## config.mk

```make
export PLATFORM = sky130hd
export DESIGN_NAME = wdt_timer
export DESIGN_NICKNAME = d
export VERILOG_FILES = /design/src/hdl/wdt_pkg.sv /design/src/hdl/wdt_timer.sv
export SDC_FILE = /design/constraint.sdc
export NUM_CORES = 1
export LEC_CHECK = 0
export BUFFER_PORTS_ARGS = -buffer_cell sky130_fd_sc_hd__buf_2
export CAP_MARGIN = 20
export CORE_MARGIN = 2
export CORE_UTILIZATION = 35
export DETAILED_ROUTE_END_ITERATION = 6
export SETUP_SLACK_MARGIN = 0.02
export SYNTH_ARGS = -nofsm -noshare
export SYNTH_HDL_FRONTEND = slang
export SYNTH_SLANG_ARGS = --single-unit
```

## constraint.sdc

```tcl
create_clock -name i_clk -period 1.9 [get_ports i_clk]
set_input_delay 0 -clock i_clk [delete_from_list [all_inputs] [get_ports i_clk]]
set_output_delay 0 -clock i_clk [all_outputs]
set_load 0.1 [all_outputs]
```

## src/hdl/wdt_pkg.sv

```systemverilog
// Purpose: constants for the watchdog timer block
// Assumes: one system clock, 8-bit control register
// Notes: offsets and field positions live here; the read port packs the fields by fixed position
package wdt_pkg;
	// ------------------------------------------------------------
	// register map
	// ------------------------------------------------------------
	localparam logic [7:0] WDT_CTRL_ADDR = 8'hD2; // watchdog_control
	localparam int WDT_PRE_LSB = 0; // tick_divider_select low bit
	localparam int WDT_KICK_BIT = 2; // dog_kick
	localparam int WDT_EN_BIT = 3; // enable
	localparam int WDT_UNLOCK_BIT = 4; // stop_unlock
	localparam logic [1:0] WDT_PRE_RST = 2'h3; // longest division
	localparam logic WDT_EN_RST = 1'h1; // running after reset
	// ------------------------------------------------------------
	// timing
	// ------------------------------------------------------------
	localparam int WDT_BASE_SHIFT = 11; // 2048 = 2**11
	localparam int WDT_PRE_W = 14; // covers 16384
	localparam int WDT_CNT_W = 8; // 256 ticks to overflow
	localparam int WDT_UNLOCK_CYC = 16; // unlock window in clocks
	localparam logic [4:0] WDT_UNLOCK_INIT = 5'h10; // window start
endpackage : wdt_pkg

```

## src/hdl/wdt_timer.sv

```systemverilog
// Purpose: 8-bit watchdog with prescaler and keyed disable
// Assumes: register port synchronous to i_clk, 20 MHz clock
// Notes: o_sys_rst is a one-cycle pulse on counter overflow
`timescale 1ns/100ps
`default_nettype none
module wdt_timer
#(
	parameter int CNT_W = wdt_pkg::WDT_CNT_W // 2**CNT_W ticks to overflow
)
(
	input wire logic i_clk, // system clock
	input wire logic i_rst_b, // async reset, active low
	input wire logic [7:0] i_addr, // register address
	input wire logic [7:0] i_wdata, // write data
	input wire logic i_wr, // write strobe
	input wire logic i_rd, // read strobe
	input wire logic i_pdown, // device in power-down
	output logic [7:0] o_rdata, // read data, one cycle later
	output logic o_sys_rst // overflow reset pulse
);
	import wdt_pkg::*;

	// ------------------------------------------------------------
	// decode
	// ------------------------------------------------------------
	// one register lives on this port; both strobes share the match
	function automatic logic wdt_ctrl_hit(input logic [7:0] addr);
		return addr == WDT_CTRL_ADDR;
	endfunction : wdt_ctrl_hit

	logic ctrl_wr; // write to control register
	assign ctrl_wr = i_wr && wdt_ctrl_hit(i_addr);

	logic en_reg; // watchdog enable
	logic unlock_reg; // stop_unlock bit
	logic [1:0] pre_sel_reg; // tick_divider_select
	logic [4:0] unlock_win_reg; // clocks left in unlock window
	logic [WDT_PRE_W-1:0] pre_cnt_reg; // prescaler
	logic [CNT_W-1:0] cnt_reg; // watchdog counter
	logic kick; // software kick this cycle
	logic tick; // divided clock tick
	logic [WDT_PRE_W-1:0] pre_top; // last prescaler value

	assign kick = ctrl_wr && i_wdata[WDT_KICK_BIT];

	// a divider lowered mid-count runs to wrap once, so only that one
	// interval is stretched; a kick with the new divider avoids it
	// terminal count: 2**(11+sel) - 1
	assign pre_top = WDT_PRE_W'((32'h1 << (WDT_BASE_SHIFT
		+ int'(pre_sel_reg))) - 1);
	assign tick = (pre_cnt_reg == pre_top);

	// ------------------------------------------------------------
	// control register
	// ------------------------------------------------------------
	// enable accepts a set any time, a clear only when unlocked
	// a write carrying the key and a clear together counts only an earlier key: key first
	always_ff @(posedge i_clk or negedge i_rst_b)
	begin
		if (!i_rst_b)
		begin
			en_reg <= WDT_EN_RST;
			pre_sel_reg <= WDT_PRE_RST;
			unlock_reg <= 1'h0;
		end
		else if (ctrl_wr)
		begin
			pre_sel_reg <= i_wdata[WDT_PRE_LSB+:2];
			unlock_reg <= i_wdata[WDT_UNLOCK_BIT];
			if (i_wdata[WDT_EN_BIT])
			begin
				en_reg <= 1'h1;
			end
			else if (unlock_win_reg != 5'h0)
			begin
				en_reg <= 1'h0;
			end
		end
	end

	// unlock window opens on writing stop_unlock, then runs down
	always_ff @(posedge i_clk or negedge i_rst_b)
	begin
		if (!i_rst_b)
		begin
			unlock_win_reg <= 5'h0;
		end
		else if (ctrl_wr && i_wdata[WDT_UNLOCK_BIT])
		begin
			unlock_win_reg <= WDT_UNLOCK_INIT;
		end
		else if (unlock_win_reg != 5'h0)
		begin
			unlock_win_reg <= unlock_win_reg - 5'h1;
		end
	end

	// ------------------------------------------------------------
	// prescaler and counter
	// ------------------------------------------------------------
	// held clear while off so a re-enable gives a full interval
	always_ff @(posedge i_clk or negedge i_rst_b)
	begin
		if (!i_rst_b)
		begin
			pre_cnt_reg <= '0;
			cnt_reg <= '0;
		end
		else if (!en_reg || kick)
		begin
			pre_cnt_reg <= '0;
			cnt_reg <= '0;
		end
		else if (!i_pdown) // frozen in power-down
		begin
			pre_cnt_reg <= tick ? '0 : pre_cnt_reg + WDT_PRE_W'(1);
			if (tick)
			begin
				cnt_reg <= cnt_reg + CNT_W'(1); // wraps
			end
		end
	end

	// overflow pulse after 256 ticks
	always_ff @(posedge i_clk or negedge i_rst_b)
	begin
		if (!i_rst_b)
		begin
			o_sys_rst <= 1'h0;
		end
		else
		begin
			o_sys_rst <= en_reg && !kick && !i_pdown && tick
				&& (cnt_reg == '1);
		end
	end

	// ------------------------------------------------------------
	// read port
	// ------------------------------------------------------------
	// kick reads zero, reserved bits zero, unmapped reads zero
	always_ff @(posedge i_clk or negedge i_rst_b)
	begin
		if (!i_rst_b)
		begin
			o_rdata <= 8'h00;
		end
		else if (i_rd && wdt_ctrl_hit(i_addr))
		begin
			o_rdata <= {3'h0, unlock_reg, en_reg, 1'h0, pre_sel_reg};
		end
		else
		begin
			o_rdata <= 8'h00;
		end
	end

	// ------------------------------------------------------------
	// checks
	// ------------------------------------------------------------
	// all checks share the one clock and are quiet during reset
	a_locked_clear: assert property (
		@(posedge i_clk) disable iff (!i_rst_b)
		(ctrl_wr && !i_wdata[WDT_EN_BIT] && unlock_win_reg == 5'h0
		&& en_reg) |=> en_reg)
		else $error("enable cleared without unlock");
	a_set_enable: assert property (
		@(posedge i_clk) disable iff (!i_rst_b)
		(ctrl_wr && i_wdata[WDT_EN_BIT]) |=> en_reg)
		else $error("enable write ignored");
	a_kick_clears: assert property (
		@(posedge i_clk) disable iff (!i_rst_b)
		kick |=> (cnt_reg == '0 && pre_cnt_reg == '0))
		else $error("kick did not clear counter");
	a_kick_reads0: assert property (
		@(posedge i_clk) disable iff (!i_rst_b)
		i_rd |=> !o_rdata[WDT_KICK_BIT])
		else $error("kick bit read as one");
	a_off_held: assert property (
		@(posedge i_clk) disable iff (!i_rst_b)
		(!en_reg ##1 !en_reg) |-> (cnt_reg == '0))
		else $error("counter moved while disabled");
	a_no_rst_off: assert property (
		@(posedge i_clk) disable iff (!i_rst_b)
		!$past(en_reg) |-> !o_sys_rst)
		else $error("reset while disabled");
	a_pdown_freeze: assert property (
		@(posedge i_clk) disable iff (!i_rst_b)
		(i_pdown && !kick && en_reg) |=> $stable(cnt_reg))
		else $error("counted in power-down");
	a_ovf_cause: assert property (
		@(posedge i_clk) disable iff (!i_rst_b)
		o_sys_rst |-> ($past(cnt_reg) == '1 && cnt_reg == '0))
		else $error("reset without overflow");
	a_tick_top: assert property (
		@(posedge i_clk) disable iff (!i_rst_b)
		(pre_sel_reg == 2'h0 && tick) |-> pre_cnt_reg == 14'h07FF)
		else $error("wrong divide");
	a_pulse_single: assert property (
		@(posedge i_clk) disable iff (!i_rst_b)
		o_sys_rst |=> !o_sys_rst)
		else $error("reset pulse longer than one cycle");
	a_window_open: assert property (
		@(posedge i_clk) disable iff (!i_rst_b)
		(ctrl_wr && i_wdata[WDT_UNLOCK_BIT]) |=>
		(unlock_win_reg == WDT_UNLOCK_INIT))
		else $error("unlock window not opened");
endmodule : wdt_timer
`default_nettype wire

```

Word-level counts from Yosys, hierarchy flattened
Cells that the tools add are included.
- output and inout bits: 9
- logic and storage cells: 47
- flip-flop bits (word level): 37
- bits of input ports: 21
- eq/ne operators: 4
- add/sub/neg operators: 5
- mux-type cells: 11
- reductions and logical operators: 18
- shifts and indexed selects: 1
- operators with widths (kind ; number):
    $mux W14 ; 3
    $mux W8 ; 3
    $eq A8 B8 Y1 const B ; 2
    $mux W5 ; 3
    $add A14 B1 Y14 const B ; 1
    $eq A14 B14 Y1 ; 1
    $shl A1 B5 Y14 const A ; 1
    $sub A14 B1 Y14 const B ; 1
    $add A8 B1 Y8 const B ; 1
    $logic_and A1 B1 Y1 ; 8
    $reduce_bool A2 Y1 ; 3
    $add A4 B2 Y5 const A ; 1
    $reduce_bool A5 Y1 ; 1
    $sub A5 B1 Y5 const B ; 1
    $reduce_and A2 Y1 ; 2
    $logic_not A1 Y1 ; 3
    $mux W1 ; 2
    $ne A2 B1 Y1 const B ; 1
    $logic_or A1 B1 Y1 ; 1

Depth between registers and ports, before layout
- depth after elaboration: 8
- gate-level depth with buffers: 7
- mapped depth without buffers: 7

Worst setup path before layout
Ideal clock, no wire load.
- path type: register to register
- start point: reg pre_sel_reg[0]
- end point: reg cnt_reg[6]
- setup time: 0.078 ns
- required time: 1.822 ns
- stages on the path, launching flop included: 8
- arrival: 2.000 ns
- buffers on the path: 0
- setup slack: -0.178 ns
- period minus slack after synthesis: 2.078 ns
- path through: dfstp_2 nor2b_1 ha_1 xor2_1 and3_1 nand3_4 or4_1 a21oi_1
- longest elaborated chain between the ends: 6
- RTL lines (what ; line ; RTL):
    start, declared ; wdt_timer.sv:36 ; logic [1:0] pre_sel_reg;
    start signal, assigned ; wdt_timer.sv:68 ; pre_sel_reg <= i_wdata[WDT_PRE_LSB+:2];
    $add A4 B2 Y5 ; wdt_timer.sv:50 ; + int'(pre_sel_reg))) - 1);
    $shl A1 B5 Y14 ; wdt_timer.sv:49 ; assign pre_top = WDT_PRE_W'((32'h1 << (WDT_BASE_SHIFT
    $sub A14 B1 Y14 ; wdt_timer.sv:50 ;
    $eq A14 B14 Y1 ; wdt_timer.sv:51 ; assign tick = (pre_cnt_reg == pre_top);
    $reduce_bool A2 Y1 (no source line) ; n/a ;
    $reduce_and A2 Y1 (no source line) ; n/a ;
    end signal, assigned ; wdt_timer.sv:119 ; cnt_reg <= cnt_reg + CNT_W'(1);
    end, declared ; wdt_timer.sv:39 ; logic [CNT_W-1:0] cnt_reg;
No other way between the ends.
A chain may end at the register's enable or synchronous reset.

Worst setup path after layout
Same ends and word-level chain as after synthesis.

==> results summary <==
At the pin with the least slew margin, the transition time is 802 ps. The critical path in this run is classified as flip-flop to flip-flop. The leakage power figure came out at 1.03 nW. The first routing iteration left 23 violations.

The maximum clock rate came out at between 0.4 and 0.5 GHz. Clock latency on the worst-skew pair, taken at its later pin, is around 290 ps. Detailed placement finished with a half-perimeter wire length of about 2.7 mm. The number of unique standard cell types used by synthesis came out at between 40 and 50. The combined global-route utilization of all metal layers came out at 0.141.

The post-route core utilization came out at 0.469. The number of setup violations in the final report came out at 7. Once layout is done, the placed cells without fillers occupy 2420 sq um. The ratio of total power to cell area came out at 749 nW/um^2. The count of state elements after synthesis came out at 36. The yosys synthesis warning count is 0. Counting along the longest clock path gives a buffer depth of 2.

The first global-routing pass estimated roughly 6.8 mm of wire. The aggregate negative setup slack came out at -458 ps. The max-capacitance violation count came out at 0.

For this configuration, the core starts out at a cell density of 0.366. In the layout the commonest cells are dfrtp_1, buf_2, nor2_1. The most frequently used flop master after synthesis is dfrtp_1. The worst hold slack after final layout came out at 57.3 ps. The path class of the lowest-slack min-delay path is primary input to flip-flop. The CTS clock-pin slew for the worst setup and hold paths is approximately 70 ps. The number of diodes came out at 0. Leaving out fill and tap cells, the most frequent cell in the layout is dfrtp_1.

The total routed wirelength is 3.87 mm. The number of buffers created by CTS came out at 5. The worst setup path is launched from a flip-flop. The via density per instance came out at 4.94. In this run the number of H-tree levels came out at 2. The DRC violations left is 0. The initialized floorplan defines 26 standard-cell rows.

The total I/O pin count is 30. Timing analysis after detailed placement gives a worst setup slack of -132 ps. Power comes to 1.82 mW. The worst-path maximum fanout is 4. The number of global-route vias before repair came to between 1k and 1.5k. The post-synthesis instance area is 1890 sq um. The checks that failed: negative setup slack. Once placement finished, the instance area stood at 2150 sq um.

The area taken by flip-flops and latches came out at 905 sq um. Measured along the x axis, the die boundary spans between 70 and 80 um. The final worst slack is -149 ps. The share of synthesized area in the top cell type comes to 0.436.

Once placement completed, the tool counted placed cells totaling 285. The height of the die came out at roughly 78 um. Counting I/O delays and the setup requirement, the final critical path takes a little over 2000 ps. The post-detailed-route wirelength per cell is 12.8 um. The worst slew margin relative to its limit came out at 0.465. The number of max-slew violations in the final report came to 0. The flow ran to the end, but the final reports show violations. In the finished design, the share of the clock period the worst path needs comes to 1.08. The count of nets left with antenna violations after detail routing is 0. The share of layout cells above drive strength 1 is 0.320.

The die area came out at 6010 sq um. Synthesis produced between 150 and 200 cells. Across all layers, the routed design uses 1487 vias. Between clock sinks in the finished design, the worst skew comes to roughly 4.2 ps. The number of failing hold endpoints at the final stage came to 0. The pin count of the biggest net entering global routing came out at 37.

The core area came out at 5170 sq um. The final net count is 256. The post-synthesis area per instance is 10.1 sq um.

The initial antenna violation count is 0. The register with the most flip-flops in the layout has 14 of them. During placement, the flow inserted port buffers numbering 22. The largest vdd supply drop came out at 0.417 mV. STA puts the critical path data arrival time at 2220 ps.

Yosys attributes the largest share of cell area to dfrtp_1, xnor2_1, nor2_1, dfstp_2, xor2_1. The clock net sink count came out at 36. After synthesis, the share of flip-flops with an asynchronous set or reset is 1.00. Of all cell types, the one taking the most synthesized area is dfrtp_1. Setup repair after global routing could not meet its margin everywhere. The final global-route overflow total is 0.

In this run the clock root is driven by a clkbuf_8. At the end of routability-driven placement, the weighted congestion stood at 0.746. The worst setup path is captured at a flip-flop. Of the synthesized area, sequential elements account for 0.478. Fill cells in the final layout number ~500. TritonCTS built the clock tree. The count of non-filler cells in the finished layout is 301. The area added between synthesis and finish came out at 28.0%.

The multi-input logic area is 1040 sq um. The required time reported for the critical path endpoint came out at 2070 ps. Yosys mapped a number of flops with a built-in enable equal to 0. The first detailed-routing pass took 4 iterations.
power breakdown:
group	switching [mW]	internal [mW]	leakage, nW	total, mW
logic	0.204	0.159	0.493	0.363
clock network	0.275	0.289	0.0510	0.564
registers	0.0561	0.833	0.481	0.889
metal layers:
layer	track usage	wire length (um)	vias up	part of all wire
li1	-	-	735	-
met1	0.170	1780	715	0.46
met2	0.237	1830	29	0.47
met3	0.0349	170	8	0.044
met4	0.0661	89	0	0.023
met5	0	0	-	0
cells by family after synthesis:
logic type	synth area share
simple gates	0.256
compound gates	0.0853
xor+xnor	0.0925
other cells	0.00198
mux	0.0172
flops	0.478
fa+ha+maj	0.0330
buf+inv	0.0364
Yosys cell counts, drive strengths merged (2+ instances only):
cell,count
dfrtp,33
and3,6
or4,2
buf,5
xor2,9
clkbuf,2
o21ai,5
and2,2
nor3,2
nor4,2
dfstp,3
nand3,7
nor2b,2
a21oi,10
nor4b,2
ha,5
nor2,24
and4,3
xnor2,11
inv,7
a2111oi,3
or3,3
mux2,2
nand2,16
nand4,8
worst paths after layout:
path                                      from                 to  slack (ps)  cells after the start
max in group asynchronous              i_rst_b  unlock_win_reg[3]        1050                      2
worst min-delay path                   i_pdown     pre_cnt_reg[0]          60                      3
min in group asynchronous              i_rst_b     pre_cnt_reg[1]         330                      2
worst min register to register      unlock_reg         unlock_reg         490                      1
worst max register to register  pre_sel_reg[0]         cnt_reg[6]        -150                      8
worst max-delay path            pre_sel_reg[0]         cnt_reg[6]        -150                      8
worst max-delay path: stages (launching register included):
cell and delay, ps:
dfstp_2 560, nor2b_4 170, ha_4 210, xor2_1 130, and3_4 250, nand3_4 90
buf_4 160, o31ai_1 270, a21oi_2 90
timing repair:
action / CTS / global route
cloned: 0 / 0
resized for setup: 6 / 20
hold endpoints to repair: 41 / 0
pin swaps: 4 / 13
setup buffers: 2 / 1
setup endpoints to repair: 15 / 19
hold buffers: 6 / 0
area by class of cell:
type / instances / area share
Multi-Input combinational cell: 140 / 0.431
Clock inverter: 2 / 0.00413
Sequential cell: 36 / 0.373
Inverter: 7 / 0.0108
Clock buffer: 6 / 0.0341
Tap cell: 70 / 0.0361
Timing Repair Buffer: 40 / 0.110
No activity file was read; power rests on OpenSTA's default activity.
